==> src/logic/drc_defs.svh <==
// timing constants and rule overview for the dram refresh and access controller
// Overview of operation
// - a counter refresh starts with the column strobe low before the row strobe falls and held low after.
// - a row-only refresh keeps the column strobe high while the row strobe latches a row address.
// - all 512 combinations of the lower nine address bits must be refreshed within every 32 ms.
// - in self-refresh the row strobe must cycle at no less than the minimum rate for the temperature grade.
// - in self-refresh the row strobe cycle period must not exceed its temperature-dependent maximum.
// - in self-refresh each row strobe high phase lasts at least 390 ns and each cycle at least 1000 ns.
// - after power-up wait at least 100 us, then issue eight row strobe cycles before normal use.
// - during the power-up pause row strobe, column strobe and self-refresh request stay high.
// - in a read the write strobe stays high at least 75 ns after the row strobe rises.
// - at least 30 ns of column-high to row-low precharge precede every new cycle.
// - write strobe high selects a read and low selects a write.
// - ten row bits latch on the falling row strobe, then ten column bits on the falling column strobe.
`ifndef DRC_DEFS_SVH
`define DRC_DEFS_SVH
`define DRC_CLK_NS          20
`define DRC_CYC_MIN(ns)     (((ns) + `DRC_CLK_NS - 1) / `DRC_CLK_NS)
`define DRC_CYC_MAX(ns)     ((ns) / `DRC_CLK_NS)
`define DRC_PWRUP_NS        100000
`define DRC_PWRUP_CYC       `DRC_CYC_MIN(`DRC_PWRUP_NS)
`define DRC_INIT_CYCLES     8
`define DRC_ROW_LOW_NS      600
`define DRC_ROW_LOW_CYC     `DRC_CYC_MIN(`DRC_ROW_LOW_NS)
`define DRC_ROW_HIGH_NS     390
`define DRC_ROW_HIGH_CYC    `DRC_CYC_MIN(`DRC_ROW_HIGH_NS)
`define DRC_RCD_NS          150
`define DRC_RCD_CYC         `DRC_CYC_MIN(`DRC_RCD_NS)
`define DRC_CSR_NS          30
`define DRC_CSR_CYC         `DRC_CYC_MIN(`DRC_CSR_NS)
`define DRC_CRP_NS          30
`define DRC_CRP_CYC         `DRC_CYC_MIN(`DRC_CRP_NS)
`define DRC_RRH_NS          75
`define DRC_RRH_CYC         `DRC_CYC_MIN(`DRC_RRH_NS)
`define DRC_SELF_CYCLE_NS   5000
`define DRC_SELF_CYCLE_CYC  `DRC_CYC_MAX(`DRC_SELF_CYCLE_NS)
`define DRC_SELF_LOW_CYC    (`DRC_SELF_CYCLE_CYC - `DRC_ROW_HIGH_CYC)
`define DRC_REF_PERIOD_NS   32000000
`define DRC_REF_ROWS        512
`define DRC_REF_INTERVAL    (`DRC_CYC_MAX(`DRC_REF_PERIOD_NS) / `DRC_REF_ROWS)
`define DRC_ADDR_W          10
`define DRC_CNT_W           17
`endif

==> src/logic/drc_pkg.sv <==
// types for the dram refresh and access controller
`default_nettype none
package drc_pkg;
  typedef struct packed {
    logic       write;
    logic [9:0] row;
    logic [9:0] col;
    logic       data;
  } drc_req_type;
  typedef struct packed {
    logic row_strobe_n;
    logic col_strobe_n;
    logic write_strobe_n;
    logic self_refresh_request_n;
    logic [9:0] addr;
    logic data_out;
  } drc_pins_type;
  typedef enum logic [9:0] {
    ST_PWRUP  = 10'b00_0000_0001,
    ST_INIT   = 10'b00_0000_0010,
    ST_IDLE   = 10'b00_0000_0100,
    ST_ROWLO  = 10'b00_0000_1000,
    ST_COLLO  = 10'b00_0001_0000,
    ST_HOLD   = 10'b00_0010_0000,
    ST_PRECH  = 10'b00_0100_0000,
    ST_CBR    = 10'b00_1000_0000,
    ST_SELF   = 10'b01_0000_0000,
    ST_SELFX  = 10'b10_0000_0000
  } drc_state_type;
endpackage : drc_pkg
`default_nettype wire

==> src/logic/drc_ctrl.sv <==
// host-side controller: power-up, access cycles, counter refresh and self-refresh
`timescale 1ns/100ps
`default_nettype none
`include "drc_defs.svh"
module drc_ctrl (
  input  wire logic            ref_clk,
  input  wire logic            rst,
  input  wire logic            req_valid,
  input  wire drc_pkg::drc_req_type req,
  output logic                 req_ready,
  output logic                 rd_valid,
  output logic                 rd_data,
  output logic                 init_done,
  input  wire logic            self_refresh_en,
  output logic                 self_refresh_active,
  input  wire logic            mem_data_in,
  output drc_pkg::drc_pins_type pins
);
  import drc_pkg::*;

  drc_state_type         state_reg, state_next;
  drc_pins_type          pins_reg, pins_next;
  logic [3:0]            init_cnt_reg, init_cnt_next;
  logic [9:0]            col_reg, col_next;
  logic [`DRC_CNT_W-1:0] ref_cnt_reg, ref_cnt_next;
  logic                  ref_due_reg, ref_due_next;
  logic                  is_read_reg, is_read_next;
  logic                  rd_valid_reg, rd_valid_next;
  logic                  rd_data_reg, rd_data_next;
  logic                  ready_reg, ready_next;
  logic                  init_done_reg, init_done_next;
  logic                  self_reg, self_next;
  logic                  din_meta_reg, din_sync_reg;
  logic                  tload;
  logic [`DRC_CNT_W-1:0] tval;
  logic                  tdone;

  drc_timer u_timer (
    .ref_clk (ref_clk),
    .rst     (rst),
    .load    (tload),
    .value   (tval),
    .done    (tdone)
  );

  // read data arrives from a pin, so it is synchronised before capture
  always_ff @(posedge ref_clk) begin
    if (rst) begin
      din_meta_reg <= 1'b0;
      din_sync_reg <= 1'b0;
    end else begin
      din_meta_reg <= mem_data_in;
      din_sync_reg <= din_meta_reg;
    end
  end

  always_comb begin
    state_next     = state_reg;
    pins_next      = pins_reg;
    init_cnt_next  = init_cnt_reg;
    ref_due_next   = ref_due_reg;
    is_read_next   = is_read_reg;
    rd_valid_next  = 1'b0;
    rd_data_next   = rd_data_reg;
    ready_next     = 1'b0;
    init_done_next = init_done_reg;
    self_next      = self_reg;
    tload          = 1'b0;
    tval           = '0;
    col_next       = col_reg;
    unique case (state_reg)
      ST_PWRUP: begin
        pins_next.row_strobe_n          = 1'b1;
        pins_next.col_strobe_n          = 1'b1;
        pins_next.self_refresh_request_n = 1'b1;
        // the timer leaves reset at zero, so the first cycle arms the pause before done is trusted
        if (init_cnt_reg == 4'h0) begin
          init_cnt_next = 4'h1;
          tload = 1'b1;
          tval  = `DRC_CNT_W'(`DRC_PWRUP_CYC - 1);
        end else if (tdone) begin
          state_next = ST_INIT;
          init_cnt_next = 4'h0;
          pins_next.row_strobe_n = 1'b0;
          tload = 1'b1;
          tval  = `DRC_CNT_W'(`DRC_ROW_LOW_CYC - 1);
        end
      end
      ST_INIT: begin
        // eight plain row-strobe cycles with the column strobe kept high
        if (tdone) begin
          tload = 1'b1;
          if (!pins_reg.row_strobe_n) begin
            pins_next.row_strobe_n = 1'b1;
            init_cnt_next = init_cnt_reg + 1'b1;
            tval = `DRC_CNT_W'(`DRC_ROW_HIGH_CYC - 1);
          end else if (init_cnt_reg == 4'(`DRC_INIT_CYCLES)) begin
            state_next = ST_IDLE;
            init_done_next = 1'b1;
          end else begin
            pins_next.row_strobe_n = 1'b0;
            tval = `DRC_CNT_W'(`DRC_ROW_LOW_CYC - 1);
          end
        end
      end
      ST_IDLE: begin
        if (self_refresh_en) begin
          state_next = ST_SELF;
          self_next  = 1'b1;
          pins_next.self_refresh_request_n = 1'b0;
          tload = 1'b1;
          tval  = `DRC_CNT_W'(`DRC_ROW_HIGH_CYC - 1);
        end else if (ref_due_reg) begin
          // accesses wait while a refresh runs
          state_next = ST_CBR;
          ref_due_next = 1'b0;
          pins_next.col_strobe_n = 1'b0;
          tload = 1'b1;
          tval  = `DRC_CNT_W'(`DRC_CSR_CYC);
        end else if (req_valid) begin
          ready_next = 1'b1;
          state_next = ST_ROWLO;
          is_read_next = !req.write;
          pins_next.addr = req.row;
          col_next = req.col;
          pins_next.write_strobe_n = !req.write;
          pins_next.data_out = req.data;
          pins_next.row_strobe_n = 1'b0;
          tload = 1'b1;
          tval  = `DRC_CNT_W'(`DRC_RCD_CYC - 1);
        end
      end
      ST_ROWLO: begin
        // column strobe falls at the least row-to-column delay, far inside its maximum
        if (tdone) begin
          state_next = ST_COLLO;
          pins_next.addr = col_reg;
          pins_next.col_strobe_n = 1'b0;
          tload = 1'b1;
          tval  = `DRC_CNT_W'(`DRC_ROW_LOW_CYC - `DRC_RCD_CYC - 1);
        end
      end
      ST_COLLO: begin
        if (tdone) begin
          state_next = ST_HOLD;
          if (is_read_reg) begin
            rd_valid_next = 1'b1;
            rd_data_next  = din_sync_reg;
          end
          pins_next.row_strobe_n = 1'b1;
          pins_next.col_strobe_n = 1'b1;
          tload = 1'b1;
          tval  = `DRC_CNT_W'(`DRC_RRH_CYC - 1);
        end
      end
      ST_HOLD: begin
        if (tdone) begin
          state_next = ST_PRECH;
          pins_next.write_strobe_n = 1'b1;
          tload = 1'b1;
          tval  = `DRC_CNT_W'(`DRC_ROW_HIGH_CYC - `DRC_RRH_CYC - 1);
        end
      end
      ST_PRECH: begin
        // precharge covers the column-high to row-low interval too
        if (tdone) begin
          state_next = ST_IDLE;
        end
      end
      ST_CBR: begin
        if (tdone) begin
          tload = 1'b1;
          if (pins_reg.row_strobe_n) begin
            pins_next.row_strobe_n = 1'b0;
            tval = `DRC_CNT_W'(`DRC_ROW_LOW_CYC - 1);
          end else begin
            pins_next.row_strobe_n = 1'b1;
            pins_next.col_strobe_n = 1'b1;
            state_next = ST_PRECH;
            tval = `DRC_CNT_W'(`DRC_ROW_HIGH_CYC + `DRC_CRP_CYC - 1);
          end
        end
      end
      ST_SELF: begin
        // fixed period meets the tightest maximum of every temperature grade
        if (tdone) begin
          tload = 1'b1;
          if (pins_reg.row_strobe_n) begin
            pins_next.row_strobe_n = 1'b0;
            tval = `DRC_CNT_W'(`DRC_SELF_LOW_CYC - 1);
          end else begin
            pins_next.row_strobe_n = 1'b1;
            tval = `DRC_CNT_W'(`DRC_ROW_HIGH_CYC - 1);
            if (!self_refresh_en) begin
              state_next = ST_SELFX;
              pins_next.self_refresh_request_n = 1'b1;
            end
          end
        end
      end
      ST_SELFX: begin
        if (tdone) begin
          state_next = ST_IDLE;
          self_next  = 1'b0;
          ref_due_next = 1'b1;
        end
      end
      default: begin
        state_next = ST_PWRUP;
      end
    endcase
    // one refresh every 32 ms / 512, rounded down so the deadline is kept
    ref_cnt_next = ref_cnt_reg - 1'b1;
    if (ref_cnt_reg == '0) begin
      ref_cnt_next = `DRC_CNT_W'(`DRC_REF_INTERVAL - 1);
      // placed after the state decode so a new request wins over a same-cycle clear
      ref_due_next = 1'b1;
    end
  end

  always_ff @(posedge ref_clk) begin
    if (rst) begin
      state_reg     <= ST_PWRUP;
      pins_reg      <= '{1'b1, 1'b1, 1'b1, 1'b1, 10'h000, 1'b0};
      init_cnt_reg  <= 4'h0;
      col_reg       <= 10'h000;
      ref_cnt_reg   <= `DRC_CNT_W'(`DRC_REF_INTERVAL - 1);
      ref_due_reg   <= 1'b0;
      is_read_reg   <= 1'b0;
      rd_valid_reg  <= 1'b0;
      rd_data_reg   <= 1'b0;
      ready_reg     <= 1'b0;
      init_done_reg <= 1'b0;
      self_reg      <= 1'b0;
    end else begin
      state_reg     <= state_next;
      pins_reg      <= pins_next;
      init_cnt_reg  <= init_cnt_next;
      col_reg       <= col_next;
      ref_cnt_reg   <= ref_cnt_next;
      ref_due_reg   <= ref_due_next;
      is_read_reg   <= is_read_next;
      rd_valid_reg  <= rd_valid_next;
      rd_data_reg   <= rd_data_next;
      ready_reg     <= ready_next;
      init_done_reg <= init_done_next;
      self_reg      <= self_next;
    end
  end

  assign pins                = pins_reg;
  assign req_ready           = ready_reg;
  assign rd_valid            = rd_valid_reg;
  assign rd_data             = rd_data_reg;
  assign init_done           = init_done_reg;
  assign self_refresh_active = self_reg;
endmodule : drc_ctrl
`default_nettype wire

==> src/logic/drc_timer.sv <==
// down-counting interval timer with load and done flag
`timescale 1ns/100ps
`default_nettype none
`include "drc_defs.svh"
module drc_timer (
  input  wire logic                 ref_clk,
  input  wire logic                 rst,
  input  wire logic                 load,
  input  wire logic [`DRC_CNT_W-1:0] value,
  output logic                      done
);
  logic [`DRC_CNT_W-1:0] count_reg;
  logic [`DRC_CNT_W-1:0] count_next;
  always_comb begin
    count_next = count_reg;
    if (load) begin
      count_next = value;
    end else if (count_reg != '0) begin
      count_next = count_reg - 1'b1;
    end
  end
  always_ff @(posedge ref_clk) begin
    if (rst) begin
      count_reg <= '0;
    end else begin
      count_reg <= count_next;
    end
  end
  // done ignores load, since the caller derives load from done and would otherwise loop
  assign done = (count_reg == '0);
endmodule : drc_timer
`default_nettype wire

==> config.mk <==
export PLATFORM = sky130hd
export DESIGN_NAME = drc_ctrl
export DESIGN_NICKNAME = d
export VERILOG_FILES = /design/src/logic/drc_pkg.sv /design/src/logic/drc_ctrl.sv /design/src/logic/drc_timer.sv
export VERILOG_INCLUDE_DIRS = /design/src /design/src/logic
export SDC_FILE = /design/constraint.sdc
export NUM_CORES = 1
export LEC_CHECK = 0
export BUFFER_PORTS_ARGS = -buffer_cell sky130_fd_sc_hd__buf_4
export CAP_MARGIN = 10
export CORE_MARGIN = 1.5
export CORE_UTILIZATION = 35
export CTS_CLUSTER_DIAMETER = 100
export DETAILED_ROUTE_END_ITERATION = 10
export GPL_ROUTABILITY_DRIVEN = 0
export PLACE_DENSITY = 0.59
export SETUP_SLACK_MARGIN = 0.1
export SYNTH_ARGS = -nofsm -noshare
export SYNTH_HDL_FRONTEND = slang
export SYNTH_SLANG_ARGS = --single-unit
==> constraint.sdc <==
create_clock -name ref_clk -period 4.1 [get_ports ref_clk]
set_clock_uncertainty 0.05 [all_clocks]
set_input_delay 0.82 -clock ref_clk [delete_from_list [all_inputs] [get_ports ref_clk]]
set_output_delay 0.82 -clock ref_clk [all_outputs]
set_load 0.05 [all_outputs]
==> results of run 1 <==
==> Yosys cell counts (all sizes together), types with 2 or more instances <==
library cell	instances	area [sq um]
dfxtp	82	1642
nand2	71	266.5
nor2	63	239.0
a21oi	41	205.2
clkbuf	29	108.9
nand3	28	140.1
o21ai	20	100.1
xnor2	18	157.7
nor4	16	136.4
nor3	14	70.07
xor2	14	122.6
a311oi	11	158.9
nor2b	11	68.82
or3	9	56.30
inv	8	30.03
nand4	8	50.05
ha	6	75.07
nor4b	6	65.06
or4	6	48.80
a31oi	5	31.28
and3	5	31.28
o22ai	5	31.28
o41ai	5	43.79
o211ai	4	30.03
a211oi	3	27.52
a21o	3	22.52
buf	3	17.52
o21a	3	22.52
o31ai	3	27.52
or2	3	18.78
or4b	3	30.03
a22oi	2	15.01
and3b	2	17.52
and4	2	17.52
and4b	2	20.02
nand4b	2	17.52
nor3b	2	15.01
o31a	2	17.52
or3b	2	17.52
==> area by class of cell <==
type                            instances  area [sq um]  area share
Multi-Input combinational cell        409          2495      0.4970
Clock inverter                          4         28.78    0.005733
Tap cell                              147         183.9     0.03664
Clock buffer                           11         242.7     0.04836
Inverter                                8         30.03    0.005982
Timing Repair Buffer                   53         397.9     0.07926
Sequential cell                        82          1642      0.3270
==> kinds of logic (layout without fill, tap and decap cells) <==
| group | after synthesis | in the layout | share of synthesized area |
|---|---|---|---|
| flops | 82 | 82 | 0.3824 |
| simple gates | 256 | 256 | 0.3104 |
| mux | 1 | 1 | 0.002332 |
| fa+ha+maj | 6 | 6 | 0.01749 |
| xor+xnor | 32 | 32 | 0.06529 |
| buf+inv | 40 | 76 | 0.03643 |
| compound gates | 114 | 114 | 0.1857 |
==> power breakdown <==
group	switching [mW]	internal [mW]	leakage [nW]
combinational	0.467	0.311	1.03
sequential	0.0997	0.868	0.666
clock	0.324	0.423	0.128
total	0.891	1.60	1.83
==> worst max-delay path, stage by stage, from the launching register on <==
cell	delay (ns)
dfxtp_1	0.42
nor2_1	0.57
nand4_1	0.52
buf_4	0.34
a211oi_2	0.21
buf_4	0.30
nor2_1	0.08
a311oi_2	0.23
==> stage by stage <==
| stage | total power [mW] | instance area (sq um) | cells | utilization |
|---|---|---|---|---|
| after floorplan | 1.545 | 4293 | 531 | - |
| after global placement | 1.737 | 4748 | 699 | 0.3953 |
| after detailed placement | 1.746 | 4748 | 699 | 0.3953 |
| after CTS | 2.503 | 5020 | 714 | 0.4179 |
| after global routing | 2.636 | 5020 | 714 | 0.4179 |
| final | 2.493 | 5020 | 714 | 0.4179 |
==> layer usage <==
metal  part of all wire  GRT usage
met5                  0          0
met4              0.036     0.1017
met3              0.071    0.03826
met2               0.45     0.2791
met1               0.44     0.2276
==> final timing paths <==
path / startpoint / end / cells after the start
setup / recovery: state_reg[4]$_SDFFE_PP0P_ / pins[1]$_SDFFE_PP0P_ / 7
hold / removal: din_meta_reg$_SDFF_PP0_ / din_sync_reg$_SDFF_PP0_ / 1
setup reg to reg: state_reg[4]$_SDFFE_PP0P_ / pins[1]$_SDFFE_PP0P_ / 7
hold reg to reg: din_meta_reg$_SDFF_PP0_ / din_sync_reg$_SDFF_PP0_ / 1
==> metrics.yaml, run 1 <==
grt:
  grt_max_degree: 54
  grt_pass1_vias: 3763
  antenna_found_initial: 0
  grt_pass1_wl_mm: 18.28
  grt_overflow: 0
  grt_usage: 0.1782
clock_network:
  cts_resized: 0
  cts_sinks: 82
  cts.path.max_buffers: 2
  clk_latency_ns: 0.35
  cts_root_buf: "clkbuf_16"
  hold_buffers: 0
  cts_tree: "yes"
  cts_buffers: 9
  htreeDepth: 3
  clkTransAtPathRegs_ns: 0.06
  post-cts-setup-buffers: 0
worst_setup_path:
  arrival_ns: 3.03
  r2r_slack_ns: 1.28
  crit_path_max_fanout: 20
  crit_type: "register to register"
  cp-start-kind: "register"
  crit_required_ns: 4.31
  cp-end-kind: "register"
cells_and_area:
  final_common_cell: "dfxtp_1"
  final_cell_mix: "dfxtp_1, nand2_1, nor2_1"
  fill_cells: 1234
  antenna_cells: 0
  drive_gt1_frac: 0.1623
  syn2layout_area_growth_pct: 16.93
  num-nets-final: 596
route:
  via_count: 4041
  drt_iter0_drc: 376
  viasPerCell: 5.660
  ant_nets: 0
  drc: 0
  dr.pass1.iters: 5
  wl_mm: 11.15
  wl_per_cell_um: 15.62
floorplanning:
  die_y_um: 113.8
  die_w_um: 113.8
  start_util: 0.3574
  dieArea_sq_mm: 0.01294
  rows: 40
  num_io_pins: 47
  core_area_sq_mm: 0.01201
logic_synthesis:
  synthCells: 531
  synth-edff-count: 0
  ys.flop_type: "dfxtp_1"
  synth_seq_area_share: 0.3824
  syn_area_sq_mm: 0.004293
  ys_ff_latch: 82
  ys_warn_count: 0
  synthesis.nets: 564
  ys_async_sr_fraction: 0
  syn_area_per_cell_sq_um: 8.084
  yosysUniqueCellTypes: 60
sta:
  slew_headroom: 0.4664
  worst_slack_ns: 1.277
  setup_tns_ns: 0
  rsz0062_at_grt: "no"
  worst_pin_slew_ns: 0.7920
  hold_viol_final: 0
  finalCritPeriodShare: 0.6886
  hold_slack_ns: 0.3853
  max_freq_ghz: 0.3542
  slew_violations: 0
  setup_viol: 0
  period_needed_ns: 2.823
place:
  portBuffers: 46
  pre_cts_ws_ns: 1.294
  hpwlAfterDp_mm: 7.869
power_and_ir_drop:
  power_density_mw_per_mm2: 496.6
  p_leak_nw: 1.826
  ir_drop_uv: 230.1
flow_run:
  maxCapViolations: 0
min_path:
  hold_path_class: "register to register"
outcome:
  status: "finished, final reports clean"
Power figures use the tool's default switching activity.
==> inputs of run 2 (changes only) <==
Settings changed: ABC_AREA set to 1, PLACE_DENSITY 0.59 to 0.61.
Clock period 4.1 ns to 2.4 ns, I/O delays scaled along.
==> run 2 against run 1 <==
Effect of this change: hold slack worse by 0.13 ns; final cell count up 35%; non-clock buffer count down 3; register-to-register slack worse by 0.91 ns; wire length up 16%; synthesized area up 15%; first-iteration DRC count up 7.2%; sequential power up 82%; power rose to 2.7 times the previous value; final area up 15%; setup slack worse by 0.91 ns; fmax up 39%; largest cell class unchanged; highest routed layer unchanged.
==> metrics.yaml, run 2 <==
floorplanning:
  rows: 43  # was 40
  start_util: 0.3572  # was 0.3574
  die_w_um: 121.8  # was 113.8 um
  num_io_pins: 47  # unchanged
  die_y_um: 121.8  # was 113.8 um
  dieArea_sq_mm: 0.01483  # was 0.01294 sq mm
  core_area_sq_mm: 0.01383  # was 0.01201 sq mm
clock_network:
  post-cts-setup-buffers: 0  # unchanged
  cts_tree: "yes"  # unchanged
  clkTransAtPathRegs_ns: 0.07  # was 0.06 ns
  clk_latency_ns: 0.35  # about the same
  cts_root_buf: "clkbuf_16"  # unchanged
  cts_buffers: 9  # unchanged
  hold_buffers: 0  # unchanged
  htreeDepth: 3  # unchanged
  cts_sinks: 82  # unchanged
  cts_resized: 0  # unchanged
  cts.path.max_buffers: 2  # unchanged
logic_synthesis:
  synth-edff-count: 0  # unchanged
  ys.flop_type: "dfxtp_1"  # unchanged
  yosys.area_share.adder: 0.01520  # was 0.01749
  synth_top_cell_by_area: "dfxtp_1"  # unchanged
  synth_compound_area_frac: 0.1188  # was 0.1857
  yosysMostFrequentCell: "nand2_1"  # was dfxtp_1
  ys_async_sr_fraction: 0  # unchanged
  ys_ff_latch: 82  # unchanged
  synth_common_cells: "nand2_1, nor2_1, dfxtp_1"  # was dfxtp_1, nand2_1, nor2_1
  synth_seq_area_share: 0.3324  # was 0.3824
  synth_xor_area_frac: 0.02483  # was 0.06529
  yosys.area_share.simple: 0.4226  # was 0.3104
  syn_area_per_cell_sq_um: 6.756  # was 8.084 sq um
  synthesis.nets: 764  # was 564
  synth_top_area_frac: 0.3324  # was 0.3824
  synthTopCellsByArea: "dfxtp_1, nand2_1, nor2_1"  # unchanged
  ys_warn_count: 0  # unchanged
  yosysUniqueCellTypes: 43  # was 60
  synthMuxAreaShare: 0  # was 0.002332
  synthCells: 731  # was 531
  synth_top_family_by_area: "simple AND/OR/NAND/NOR gates"  # unchanged
  syn_area_sq_mm: 0.004938  # was 0.004293 sq mm
grt:
  grt_usage: 0.1870  # was 0.1782
  grt_overflow: 0  # unchanged
  antenna_found_initial: 0  # unchanged
  grt_pass1_wl_mm: 21.56  # was 18.28 mm
  grt_pass1_vias: 4358  # was 3763
  grt_max_degree: 28  # was 54
cells_and_area:
  seqCellArea_sq_mm: 0.001642  # unchanged
  final_design_area_no_fill_sq_mm: 0.005773  # was 0.005020 sq mm
  fin_cells: 964  # was 714
  drive_gt1_frac: 0.1862  # was 0.1623
  antenna_cells: 0  # unchanged
  final_common_cell: "nand2_1"  # was dfxtp_1
  syn2layout_area_growth_pct: 16.90  # was 16.93%
  multi_input_area_sq_mm: 0.002872  # was 0.002495 sq mm
  fill_cells: 1437  # was 1234
  final_cell_mix: "nand2_1, nor2_1, dfxtp_1"  # was dfxtp_1, nand2_1, nor2_1
  num-nets-final: 812  # was 596
  postLayoutCoreUtil: 0.4175  # was 0.4179
worst_setup_path:
  crit_required_ns: 2.63  # was 4.31 ns
  cp-start-kind: "register"  # unchanged
  cp-end-kind: "register"  # unchanged
  worstSetupStartpoint: "u_timer.count_reg[0]$_SDFFE_PP0P_"  # was state_reg[4]$_SDFFE_PP0P_
  critPathCapture: "u_timer.count_reg[2]$_SDFFE_PP0P_"  # was pins[1]$_SDFFE_PP0P_
  reg2reg_from: "u_timer.count_reg[0]$_SDFFE_PP0P_"  # was state_reg[4]$_SDFFE_PP0P_
  crit_type: "register to register"  # unchanged
  reg2reg_depth: 13  # was 7
  r2r_slack_ns: 0.37  # was 1.28 ns
  reg2reg_to: "u_timer.count_reg[2]$_SDFFE_PP0P_"  # was pins[1]$_SDFFE_PP0P_
  crit_path_max_fanout: 17  # was 20
  arrival_ns: 2.26  # was 3.03 ns
sta:
  max_freq_ghz: 0.4922  # was 0.3542 GHz
  finalCritPeriodShare: 0.8465  # was 0.6886
  slew_headroom: 0.7216  # was 0.4664
  setup_tns_ns: 0  # unchanged
  period_needed_ns: 2.032  # was 2.823 ns
  setup_viol: 0  # unchanged
  worst_pin_slew_ns: 0.4144  # was 0.7920 ns
  worst_slack_ns: 0.3685  # was 1.277 ns
  slew_violations: 0  # unchanged
  rsz0062_at_grt: "no"  # unchanged
  hold_viol_final: 0  # unchanged
  hold_slack_ns: 0.2579  # was 0.3853 ns
power_and_ir_drop:
  seqPwrFrac: 0.266  # was 0.388
  pwr-share-clk: 0.217  # was 0.300
  p_sw_mw: 3.069  # was 890.7 uW
  power_density_mw_per_mm2: 1146  # was 496.6 mW/mm^2
  ir_drop_uv: 555.6  # was 230.1 uV
  combPwrFrac: 0.517  # was 0.312
  switching_share: 0.4641  # was 0.3573
  power_mw: 6.613  # was 2.493 mW
  p_leak_nw: 2.743  # was 1.826 nW
  p_int_mw: 3.544  # was 1.602 mW
route:
  wl_per_cell_um: 13.38  # was 15.62 um
  via_count: 4690  # was 4041
  dr.pass1.iters: 5  # unchanged
  ant_nets: 0  # unchanged
  drc: 0  # unchanged
  viasPerCell: 4.865  # was 5.660
  drt_iter0_drc: 403  # was 376
  wl_mm: 12.90  # was 11.15 mm
min_path:
  hold_path_class: "input port to register"  # was register to register
place:
  pre_cts_ws_ns: 0.3904  # was 1.294 ns
  placed_area_sq_mm: 0.005461  # was 0.004748 sq mm
  dp.cells: 948  # was 699
  portBuffers: 46  # unchanged
  hpwlAfterDp_mm: 9.820  # was 7.869 mm
outcome:
  status: "finished, final reports clean"  # unchanged
flow_run:
  maxCapViolations: 0  # unchanged
run 2: cells by family after synthesis:
kind of cell,count (synthesis)
flip-flops,82
AND/OR/NAND/NOR,421
adder cells (fa/ha/maj),6
buffers and inverters,101
AO/OA/AOI/OAI,107
XOR/XNOR,14
run 2: power by group through the flow:
stage / clock network (mW) / logic (mW) / registers [mW]
final: 1.44 / 3.42 / 1.76
after floorplan: 0 / 2.64 / 1.82
after CTS: 1.48 / 3.42 / 1.75
after detailed placement: 0 / 3.40 / 1.78
after global placement: 0 / 3.41 / 1.78
after global routing: 1.54 / 3.88 / 1.79
run 2: critical path: stages, from the launching register on:
cell and delay [ns]:
dfxtp_1 0.30, inv_1 0.12, ha_1 0.18, inv_1 0.04
nor2_1 0.11, nand2_1 0.06, nor2_1 0.16, nand2_4 0.18
inv_2 0.17, nand2_1 0.12, o21a_1 0.18, nand3_1 0.12
nand2_1 0.06, a21oi_1 0.11
run 2: routing by layer:
metal  track usage  share of wire  up-vias
li1              -              -     2470
met1        0.2453           0.46     2067
met2        0.2992           0.46      131
met3       0.04260          0.058       22
met4       0.06912          0.022        0
met5             0              0        -
run 2: worst min path at each step:
stage                     cells past startpoint               startpoint  slack (ns)                       end
after global routing                          2                  req[21]        0.25  is_read_reg$_SDFFE_PP0P_
after global placement                        2  din_meta_reg$_SDFF_PP0_        0.35   din_sync_reg$_SDFF_PP0_
after CTS                                     2                  req[21]        0.24  is_read_reg$_SDFFE_PP0P_
after detailed placement                      2  din_meta_reg$_SDFF_PP0_        0.35   din_sync_reg$_SDFF_PP0_
after floorplan                               2  din_meta_reg$_SDFF_PP0_        0.34   din_sync_reg$_SDFF_PP0_
final                                         2                  req[21]        0.26  is_read_reg$_SDFFE_PP0P_
run 2: cell type report:
cell class                 instances  area share
timing repair buffer              50     0.06502
clock inverter                     6     0.01257
multi-input combinational        548      0.4974
clock buffer                      10     0.04140
sequential                        82      0.2844
tap                              180     0.03901
inverter                          88     0.06025
